--- config.mk ---
export PLATFORM = sky130hd
export DESIGN_NAME = colour_sync_detect
export DESIGN_NICKNAME = d
export VERILOG_FILES = /design/src/hdl/colour_sync_pkg.sv /design/src/hdl/colour_sync_detect.sv
export VERILOG_INCLUDE_DIRS = /design/src /design/src/hdl
export SDC_FILE = /design/constraint.sdc
export NUM_CORES = 1
export LEC_CHECK = 0
export BUFFER_PORTS_ARGS = -buffer_cell sky130_fd_sc_hd__clkbuf_2
export CORE_MARGIN = 2
export CORE_UTILIZATION = 30
export DETAILED_ROUTE_END_ITERATION = 16
export GPL_TIMING_DRIVEN = 1
export PLACE_DENSITY_LB_ADDON = 0.3
export SYNTH_ARGS = -nofsm -noshare
export SYNTH_HDL_FRONTEND = slang
export SYNTH_SLANG_ARGS = --single-unit
--- constraint.sdc ---
create_clock -name core_clk -period 2.03 [get_ports core_clk]
set_input_delay 0.1015 -clock core_clk [delete_from_list [all_inputs] [get_ports core_clk]]
set_output_delay 0.1015 -clock core_clk [all_outputs]
set_load 0.1 [all_outputs]
--- src/hdl/colour_sync_params.svh ---
// Constants for the colour select and strobe detect register bank
`ifndef COLOUR_SYNC_PARAMS_SVH
`define COLOUR_SYNC_PARAMS_SVH

// ****************************************
// Register offsets
// ****************************************
`define ADDR_LINE_COLOUR 4'h0
`define ADDR_STROBE_DET 4'h1
`define ADDR_SEL_DISABLE 4'h2
`define ADDR_MODE_CTRL 4'h3
`define ADDR_STATUS 4'h4

// ****************************************
// Field positions
// ****************************************
`define LC_CYCLE_SEL 1
`define LC_FORCE_EN 2
`define LC_INT_CLAMP 3
`define LC_INT_COL_LO 4
`define LC_FORCED_COL_LO 6
`define SD_DETECT_EN 0
`define SD_DELAY_LO 1
`define SD_POLARITY 4
`define MC_LINE_MODE 0
`define MC_SELECTIVE_POWERDOWN_EN 1

// ****************************************
// Reset values and strobe write mask
// ****************************************
`define RST_LINE_COLOUR 8'h00
`define RST_STROBE_DET 8'h00
`define RST_SEL_DISABLE 8'h00
`define RST_MODE_CTRL 8'h00
`define STROBE_WMASK 8'h1F

`endif

--- src/hdl/colour_sync_pkg.sv ---
// Types for the colour select and strobe detect register bank
package colour_sync_pkg;

    typedef enum logic [1:0] {
        COL_RED = 2'h0,
        COL_GREEN = 2'h1,
        COL_BLUE = 2'h2,
        COL_RSVD = 2'h3
    } colour_t;

    typedef struct packed {
        logic [3:0] addr;
        logic [7:0] wdata;
        logic wr;
        logic rd;
    } reg_req_t;

    typedef struct packed {
        colour_t input_sel;
        colour_t gain_offset_sel;
        logic clamp_en;
        logic cycle_advance;
    } mux_ctrl_t;

    typedef struct packed {
        logic red_off;
        logic green_off;
        logic blue_off;
        logic adc_off;
    } power_ctrl_t;

endpackage

--- src/hdl/colour_sync_detect.sv ---
// Colour select, strobe edge detect and selective power-disable logic
//
// Design decisions made here: the strobed register port and the register offsets.
`timescale 1ns/100ps
`include "colour_sync_params.svh"

module colour_sync_detect #(
    parameter int DELAY_W = 3
) (
    // Clock and reset
    input wire logic core_clk,
    input wire logic rst,
    // Register port
    input wire colour_sync_pkg::reg_req_t req,
    output logic [7:0] rdata,
    // Scanner controller pins
    input wire logic sample_strobe_pin,
    input wire logic clamp_cycle_pin,
    // Timing and analogue control
    output logic timing_strobe,
    output colour_sync_pkg::mux_ctrl_t mux_ctrl,
    output colour_sync_pkg::power_ctrl_t power_ctrl
);

    // ****************************************
    // Registers
    // ****************************************
    logic [7:0] line_colour_control_ff;
    logic [7:0] strobe_detect_control_ff;
    logic [7:0] selective_disable_ff;
    logic [7:0] mode_ctrl_ff;
    logic [1:0] strobe_sync_ff;
    logic [1:0] clamp_sync_ff;
    logic strobe_prev_ff;
    logic clamp_prev_ff;
    logic [DELAY_W-1:0] delay_cnt_ff;
    logic pending_ff;
    colour_sync_pkg::colour_t cycle_col_ff;

    // ****************************************
    // Field decode
    // ****************************************
    wire line_mode_en = mode_ctrl_ff[`MC_LINE_MODE];
    wire selective_powerdown_en = mode_ctrl_ff[`MC_SELECTIVE_POWERDOWN_EN];
    wire clamp_pin_or_autocycle_sel = line_colour_control_ff[`LC_CYCLE_SEL];
    wire force_input_mux_en = line_colour_control_ff[`LC_FORCE_EN];
    wire internal_clamp_en = line_colour_control_ff[`LC_INT_CLAMP];
    wire [1:0] internal_colour_sel =
        line_colour_control_ff[`LC_INT_COL_LO +: 2];
    wire [1:0] forced_colour_sel =
        line_colour_control_ff[`LC_FORCED_COL_LO +: 2];
    wire strobe_detect_en = strobe_detect_control_ff[`SD_DETECT_EN];
    wire [DELAY_W-1:0] strobe_pulse_delay =
        strobe_detect_control_ff[`SD_DELAY_LO +: DELAY_W];
    wire strobe_edge_polarity = strobe_detect_control_ff[`SD_POLARITY];
    wire [3:0] cell_disable_bits = selective_disable_ff[3:0];

    // ****************************************
    // Colour code mapping
    // ****************************************
    // Reserved code 11 is kept, not remapped: software must avoid it
    function automatic colour_sync_pkg::colour_t to_colour(
        input logic [1:0] code
    );
        to_colour = colour_sync_pkg::colour_t'(code);
    endfunction

    function automatic colour_sync_pkg::colour_t next_colour(
        input colour_sync_pkg::colour_t c
    );
        unique case (c)
            colour_sync_pkg::COL_RED: next_colour = colour_sync_pkg::COL_GREEN;
            colour_sync_pkg::COL_GREEN: next_colour = colour_sync_pkg::COL_BLUE;
            default: next_colour = colour_sync_pkg::COL_RED;
        endcase
    endfunction

    // ****************************************
    // Register port decode
    // ****************************************
    wire wr_lc = req.wr && req.addr == `ADDR_LINE_COLOUR;
    wire wr_sd = req.wr && req.addr == `ADDR_STROBE_DET;
    wire wr_dis = req.wr && req.addr == `ADDR_SEL_DISABLE;
    wire wr_mc = req.wr && req.addr == `ADDR_MODE_CTRL;
    wire [7:0] status_word = {3'h0, pending_ff, 2'h0, cycle_col_ff};
    logic [7:0] nxt_rdata;
    always_comb begin
        unique case (req.addr)
            `ADDR_LINE_COLOUR: nxt_rdata = line_colour_control_ff;
            `ADDR_STROBE_DET: nxt_rdata = strobe_detect_control_ff;
            `ADDR_SEL_DISABLE: nxt_rdata = selective_disable_ff;
            `ADDR_MODE_CTRL: nxt_rdata = mode_ctrl_ff;
            `ADDR_STATUS: nxt_rdata = status_word;
            default: nxt_rdata = 8'h00;
        endcase
    end

    always_ff @(posedge core_clk) begin
        if (rst) begin
            line_colour_control_ff <= `RST_LINE_COLOUR;
            strobe_detect_control_ff <= `RST_STROBE_DET;
            selective_disable_ff <= `RST_SEL_DISABLE;
            mode_ctrl_ff <= `RST_MODE_CTRL;
            rdata <= 8'h00;
        end else begin
            if (wr_lc) begin
                line_colour_control_ff <= req.wdata;
            end
            if (wr_sd) begin
                // Reserved bits held at zero whatever is written
                strobe_detect_control_ff <= req.wdata & `STROBE_WMASK;
            end
            if (wr_dis) begin
                selective_disable_ff <= req.wdata;
            end
            if (wr_mc) begin
                mode_ctrl_ff <= req.wdata;
            end
            rdata <= req.rd ? nxt_rdata : 8'h00;
        end
    end

    // ****************************************
    // Pin synchronisers
    // ****************************************
    always_ff @(posedge core_clk) begin
        if (rst) begin
            strobe_sync_ff <= 2'h0;
            clamp_sync_ff <= 2'h0;
            strobe_prev_ff <= 1'b0;
            clamp_prev_ff <= 1'b0;
        end else begin
            strobe_sync_ff <= {strobe_sync_ff[0], sample_strobe_pin};
            clamp_sync_ff <= {clamp_sync_ff[0], clamp_cycle_pin};
            strobe_prev_ff <= strobe_sync_ff[1];
            clamp_prev_ff <= clamp_sync_ff[1];
        end
    end

    wire strobe_s = strobe_sync_ff[1];
    wire clamp_s = clamp_sync_ff[1];

    // ****************************************
    // Strobe edge detect and delay
    // ****************************************
    wire rise = strobe_s && !strobe_prev_ff;
    wire fall = !strobe_s && strobe_prev_ff;
    wire edge_hit = strobe_edge_polarity ? rise : fall;
    // A new edge restarts the count; no queueing of overlapping edges
    wire load_now = strobe_detect_en && edge_hit;
    wire count_done = pending_ff && delay_cnt_ff == '0;
    wire zero_delay = load_now && strobe_pulse_delay == '0;
    wire nxt_timing = strobe_detect_en
        ? (zero_delay || (count_done && !load_now))
        : strobe_s;

    always_ff @(posedge core_clk) begin
        if (rst || !strobe_detect_en) begin
            pending_ff <= 1'b0;
            delay_cnt_ff <= '0;
        end else if (load_now) begin
            pending_ff <= strobe_pulse_delay != '0;
            delay_cnt_ff <= strobe_pulse_delay - 1'b1;
        end else if (pending_ff) begin
            pending_ff <= delay_cnt_ff != '0;
            delay_cnt_ff <= delay_cnt_ff - 1'b1;
        end
    end

    // ****************************************
    // Colour mux and clamp control
    // ****************************************
    wire auto_cycle = line_mode_en && clamp_pin_or_autocycle_sel;
    wire clamp_rise = clamp_s && !clamp_prev_ff;
    wire [1:0] base_col = auto_cycle ? cycle_col_ff : internal_colour_sel;
    wire forcing = line_mode_en && force_input_mux_en;
    colour_sync_pkg::mux_ctrl_t nxt_mux;
    assign nxt_mux.gain_offset_sel = to_colour(base_col);
    assign nxt_mux.input_sel = forcing ? to_colour(forced_colour_sel)
                                       : to_colour(base_col);
    // Pin clamps except when auto-cycling owns it
    assign nxt_mux.clamp_en = auto_cycle ? internal_clamp_en : clamp_s;
    assign nxt_mux.cycle_advance = auto_cycle && clamp_rise;

    colour_sync_pkg::power_ctrl_t nxt_pwr;
    wire [3:0] dis_eff = selective_powerdown_en ? cell_disable_bits : 4'h0;
    assign nxt_pwr.red_off = dis_eff[0];
    assign nxt_pwr.green_off = dis_eff[1];
    assign nxt_pwr.blue_off = dis_eff[2];
    assign nxt_pwr.adc_off = dis_eff[3];

    always_ff @(posedge core_clk) begin
        if (rst) begin
            cycle_col_ff <= colour_sync_pkg::COL_RED;
            timing_strobe <= 1'b0;
            mux_ctrl <= '0;
            power_ctrl <= '0;
        end else begin
            if (!auto_cycle) begin
                cycle_col_ff <= colour_sync_pkg::COL_RED;
            end else if (clamp_rise) begin
                cycle_col_ff <= next_colour(cycle_col_ff);
            end
            timing_strobe <= nxt_timing;
            mux_ctrl <= nxt_mux;
            power_ctrl <= nxt_pwr;
        end
    end

    // ****************************************
    // Assertions
    // ****************************************
    a_bypass_follows: assert property (
        @(posedge core_clk) disable iff (rst)
        !strobe_detect_en ##1 !strobe_detect_en |->
            timing_strobe == $past(strobe_s))
        else $error("strobe bypass mismatch");

    a_pulse_one_cycle: assert property (
        @(posedge core_clk) disable iff (rst)
        strobe_detect_en && $past(strobe_detect_en) && timing_strobe
            && $past(strobe_detect_en, 2) |=> !timing_strobe
            || $past(load_now, 1))
        else $error("sync pulse longer than one cycle");

    a_zero_delay: assert property (
        @(posedge core_clk) disable iff (rst)
        load_now && strobe_pulse_delay == '0 |=> timing_strobe)
        else $error("zero delay pulse missing");

    a_delay_one: assert property (
        @(posedge core_clk) disable iff (rst)
        load_now && strobe_pulse_delay == 3'h1 ##1
            (strobe_detect_en && !load_now) |=> timing_strobe)
        else $error("delay of one period wrong");

    a_edge_select: assert property (
        @(posedge core_clk) disable iff (rst)
        strobe_detect_en && strobe_edge_polarity && fall && !pending_ff
            |=> !timing_strobe)
        else $error("wrong edge detected");

    a_clamp_owner: assert property (
        @(posedge core_clk) disable iff (rst)
        auto_cycle |=> mux_ctrl.clamp_en == $past(internal_clamp_en))
        else $error("pin controlled clamp while cycling");

    a_force_line: assert property (
        @(posedge core_clk) disable iff (rst)
        !line_mode_en |=> mux_ctrl.input_sel == mux_ctrl.gain_offset_sel)
        else $error("force mux active outside line mode");

    a_power_gate: assert property (
        @(posedge core_clk) disable iff (rst)
        !selective_powerdown_en |=> power_ctrl == '0)
        else $error("cell disabled without power-down");

    a_cycle_adv: assert property (
        @(posedge core_clk) disable iff (rst)
        auto_cycle && clamp_rise && cycle_col_ff == colour_sync_pkg::COL_RED
            ##1 auto_cycle |-> cycle_col_ff == colour_sync_pkg::COL_GREEN)
        else $error("auto cycle did not advance");

    a_clamp_pin: assert property (
        @(posedge core_clk) disable iff (rst)
        !auto_cycle |=> mux_ctrl.clamp_en == $past(clamp_s))
        else $error("clamp does not follow the pin");

    a_internal_colour: assert property (
        @(posedge core_clk) disable iff (rst)
        !auto_cycle |=>
            mux_ctrl.gain_offset_sel == $past(internal_colour_sel))
        else $error("internal colour not applied");

    a_forced_colour: assert property (
        @(posedge core_clk) disable iff (rst)
        line_mode_en && force_input_mux_en |=>
            mux_ctrl.input_sel == $past(forced_colour_sel))
        else $error("forced colour not applied");

    a_delay_two: assert property (
        @(posedge core_clk) disable iff (rst)
        load_now && strobe_pulse_delay == 3'h2 ##1
            (strobe_detect_en && !load_now)[*2] |=> timing_strobe)
        else $error("delay of two periods wrong");

    a_advance_out: assert property (
        @(posedge core_clk) disable iff (rst)
        auto_cycle && clamp_rise |=> mux_ctrl.cycle_advance)
        else $error("advance pulse missing");

    a_no_cycle_idle: assert property (
        @(posedge core_clk) disable iff (rst)
        !line_mode_en |=> !mux_ctrl.cycle_advance)
        else $error("auto cycle outside line mode");

    a_red_cell: assert property (
        @(posedge core_clk) disable iff (rst)
        selective_powerdown_en |=>
            power_ctrl.red_off == $past(cell_disable_bits[0]))
        else $error("red cell disable wrong");

    a_adc_cell: assert property (
        @(posedge core_clk) disable iff (rst)
        selective_powerdown_en |=>
            power_ctrl.adc_off == $past(cell_disable_bits[3]))
        else $error("converter disable wrong");

    a_rdata_idle: assert property (
        @(posedge core_clk) disable iff (rst)
        !req.rd |=> rdata == 8'h00)
        else $error("read data outside read cycle");

endmodule

==> flow_results.org <==
** Outcome
- The run finished with clean final reports.

** Worst setup path
- STA puts the critical path data arrival time at 2.10 ns.
- Ordered list of cells on the worst path :: and4bb_2 > nor2_2 > mux2i_1 > ha_1 > nand2_1 > xor2_1 > a211oi_1
- Cell type group with the largest total delay on the critical path :: simple AND/OR/NAND/NOR gates
- For the worst flop-to-flop path, the logic depth is 7.
- Counting both buffers and inverters, the worst setup path holds a total of 0.
- For the worst setup path, the data required time is 2.26 ns.
- Cell with the largest stage delay on the worst path :: dfxtp_1
- Along the worst path, the maximum fanout reaches 8.
- The setup path with the least slack is of type reg -> reg.
- STA classifies the critical path endpoint as a flip-flop.
- FF-to-FF End :: delay_cnt_ff[2]
- In this design, the stage delay of the slowest critical-path cell is 0.43 ns.
- The worst setup path is launched from a flip-flop.
- In this run the critical register-to-register path is launched from strobe_sync_ff[1].
- Setup slack of the worst register-to-register path :: 0.17 ns

** Power and ir drop
- In this run, the clock network consumes between 40% and 50% of the power.
- In this run the power spent charging and discharging nets is 0.564 mW.
- For this design the ratio of total power to cell area is 799 mW/mm².
- The worst-case IR drop observed on VDD is 0.254 mV.
- Proportion of power drawn by flip-flops and latches :: between 40 and 50%
- P_int :: ~1.9 mW
- Relative contribution of combinational cells to total power :: just over 6%
- Summed over all cells, the static leakage comes to 1.14 nW.
- Power consumption :: between 2 and 2.5 mW
- Fraction of power spent switching nets :: 23.2%

** Hold path
- Worst hold path class :: in -> reg
- HP Start :: req[9]
- Along the worst hold path, the cell count comes to 3.
- Hold EP :: mode_ctrl_ff[7]

** Synthesis
- Number of nets produced by synthesis :: 306
- For this run, the register share of the synthesized area comes to 46.5%.
- Asr flop ratio synth :: 0%
- Mean instance size in the synthesized netlist :: 9.01 µm²
- Leading register cell type out of synthesis :: dfxtp_1
- The synthesized netlist occupies a cell area of 0.00258 mm².
- Synth warnings :: 0
- The synthesized design contains 0 enable-type register cells.
- Synth Instances :: roughly 290
- Number of different library cells in the post-synthesis netlist :: 44
- Post-synthesis register bit count :: 60

** Floorplan
- The floorplan has 33 rows.
- Placeable core region :: 0.00830 mm²
- Die ar. :: 0.00938 mm²
- Horiz. Die Dim :: 96.8 µm
- Number of primary I/O pins :: 37
- The die is 96.8 µm tall.
- The initial utilization of the core area, before any placement, comes to between 30% and 40%.

** Cells and area
- Cells with a size suffix above 1 make up 18.6% of the layout.
- In the final layout, the multi-input gates occupy 0.00128 mm².
- Register cell area after layout :: 0.00120 mm²
- Post-synthesis to final-layout area growth :: 17.7%
- The layout has roughly 900 filler cells.
- Final core occ :: 36.7%
- Final instance area :: 0.00304 mm²
- The library cell used most frequently in the layout, excluding fill and tap cells, is dfxtp_1.
- At the end of the flow, the number of nets in the layout was 337.
- 0 antenna diodes ended up in the layout.
- Commonest cells after routing, fill and taps aside :: dfxtp_1 (60), a21oi_1 (38), clkbuf_2 (36), nand3_1 (32), o21ai_0 (28)

** Clocking
- Clock-pin transition on the worst setup and hold timing paths :: 0.07 ns
- Source-to-sink clock delay at the later pin of the worst-skew pair :: approximately 0.32 ns
- TritonCTS Buffers :: 9
- In this run the clock root is driven by a clkbuf_8.
- Postcts setup bufs :: 0
- Longest Clk Path Bufs :: 2
- Counting every sink on the clock net gives 60.
- In this run the number of H-tree levels came out at 3.
- TritonCTS built the clock tree.

** Timing
- Time the final worst path needs with I/O delays and setup :: 1.86 ns
- Number of max-slew violations in the final report :: 0
- Clock skew :: around 0.0057 ns
- Setup violations remaining at the end of the flow were counted as 0.
- At the pin with the least slew margin, the transition time is slightly above 0.9 ns.
- Adding up every negative setup slack in the final design gives 0 ns.
- Achievable frequency :: 537 MHz
- The final critical path takes up 91.7% of the cycle.
- The number of hold violations in the final report came to 0.
- Headroom to the max-slew limit came out at between 30% and 40%.
- Setup repair after global routing missed its margin :: false

** Place
- Placer congestion estimate :: 0.874
- Port-buffer cells :: 36
- DP Area :: 0.00282 mm²
- Detail Placement HPWL :: 4.35 mm

** Routing
- Total wirelength of the detailed-routed design :: approximately 6.3 mm
- The first routing iteration left 147 violations.
- Remaining design rule violation count :: 0
- Number of nets still failing antenna checks after routing :: 0
- The first TritonRoute pass finished after 4 iterations.
- The detailed router placed roughly 2200 vias in this run.
- In the routed layout, each cell is associated on average with a via count of 5.11.
- Wire per inst :: 14.8 µm

** Global route
- Entering global routing, the biggest net connects 30 pins.
- The number of global-route vias before repair is between 1500 and 2000.
- Global routing finished with a remaining overflow of 0.
- Across every metal layer, demand over resource in global routing totals 13.6%.
- The initial antenna violation count came to 0.
- The first global-routing pass estimated 10.3 mm of wire.

** Job
- Max cap viols :: 0
worst min-delay path, delay by kind of cell:
family | cells | cell delay, ns
AND/OR/NAND/NOR | 1 | 0.06
AO/OA/AOI/OAI | 1 | 0.05
buffers and inverters | 1 | 0.11
final cells by class:
class,instances,share of cell area (%)
Inverter,2,0.247
Timing Repair Buffer,41,7.32
Clock inverter,4,1.56
Sequential cell,60,39.5
Clock buffer,12,5.10
Multi-Input combinational cell,204,42.0
Tap cell,105,4.32
what timing repair did:
item,in CTS,in global routing
hold endpoints to repair,2,0
hold buffers,2,0
endpoints found under the setup margin,0,1
resized for setup,0,1
per-stage QoR:
| stage | instances | setup WS [ns] | hold WS (ns) |
|---|---|---|---|
| after floorplan | 287 | 0.314 | 0.230 |
| after global placement | 410 | 0.218 | 0.322 |
| after detailed placement | 410 | 0.0908 | 0.318 |
| after CTS | 428 | 0.0987 | 0.0359 |
| after global routing | 428 | 0.0288 | 0.0359 |
| final | 428 | 0.169 | 0.0430 |
cells by family after synthesis:
kind of cell,synth area share [%]
buffers and inverters,4.40
muxes,5.66
and+or+nand+nor,23.3
adders and majority gates,0.484
AOI/OAI and AO/OA,18.6
DFF,46.5
xor gates and xnor gates,1.02
registers in the layout, summed over array words and instances, names as in the netlist, 3 cells and up:
signal,cells
strobe_detect_control_ff,5
delay_cnt_ff,3
selective_disable_ff,8
power_ctrl,4
mux_ctrl,6
line_colour_control_ff,8
mode_ctrl_ff,8
rdata,8
layer usage:
| metal | global-route usage, % | up-vias | routed length, µm |
|---|---|---|---|
| met3 | 2.96 | 7 | 286 |
| met4 | 5.53 | 0 | 69 |
| met1 | 19.5 | 1014 | 3230 |
| li1 | - | 1113 | - |
| met2 | 19.6 | 52 | 2750 |
| met5 | 0 | - | 0 |
synth_stat cells, types with 5 or more instances:
cell | instances | share of area (%)
o21ai_1 | 6 | 1.2
nand2_1 | 8 | 1.2
nand3_1 | 32 | 6.2
nor2b_1 | 11 | 2.7
nor2_1 | 12 | 1.7
and2_1 | 5 | 1.2
a21oi_1 | 38 | 7.4
o21ai_0 | 28 | 5.4
and3b_1 | 7 | 2.4
clkbuf_1 | 11 | 1.6
dfxtp_1 | 60 | 46
nor3_1 | 5 | 0.97
mux2i_1 | 6 | 2.3
buf_2 | 7 | 1.4
worst max path at each step:
stage	startpoint	endpoint	slack, ns	cells after the start
after floorplan	strobe_sync_ff[1]	delay_cnt_ff[2]	0.31	7
final	strobe_sync_ff[1]	delay_cnt_ff[2]	0.17	7
after CTS	strobe_sync_ff[1]	delay_cnt_ff[2]	0.1	7
after detailed placement	strobe_sync_ff[1]	delay_cnt_ff[2]	0.09	7
after global placement	strobe_sync_ff[1]	delay_cnt_ff[2]	0.22	7
after global routing	strobe_sync_ff[1]	delay_cnt_ff[2]	0.03	7
power by group through the flow:
stage               Clock, mW  Sequential (mW)  Combinational, mW
floorplan                   0             1.24             0.0907
global placement            0             1.23              0.146
detailed placement          0             1.23              0.147
CTS                      1.11             1.20              0.151
global route             1.17             1.20              0.163
finish                   1.08             1.20              0.150
(Power assumes the default switching activity.)
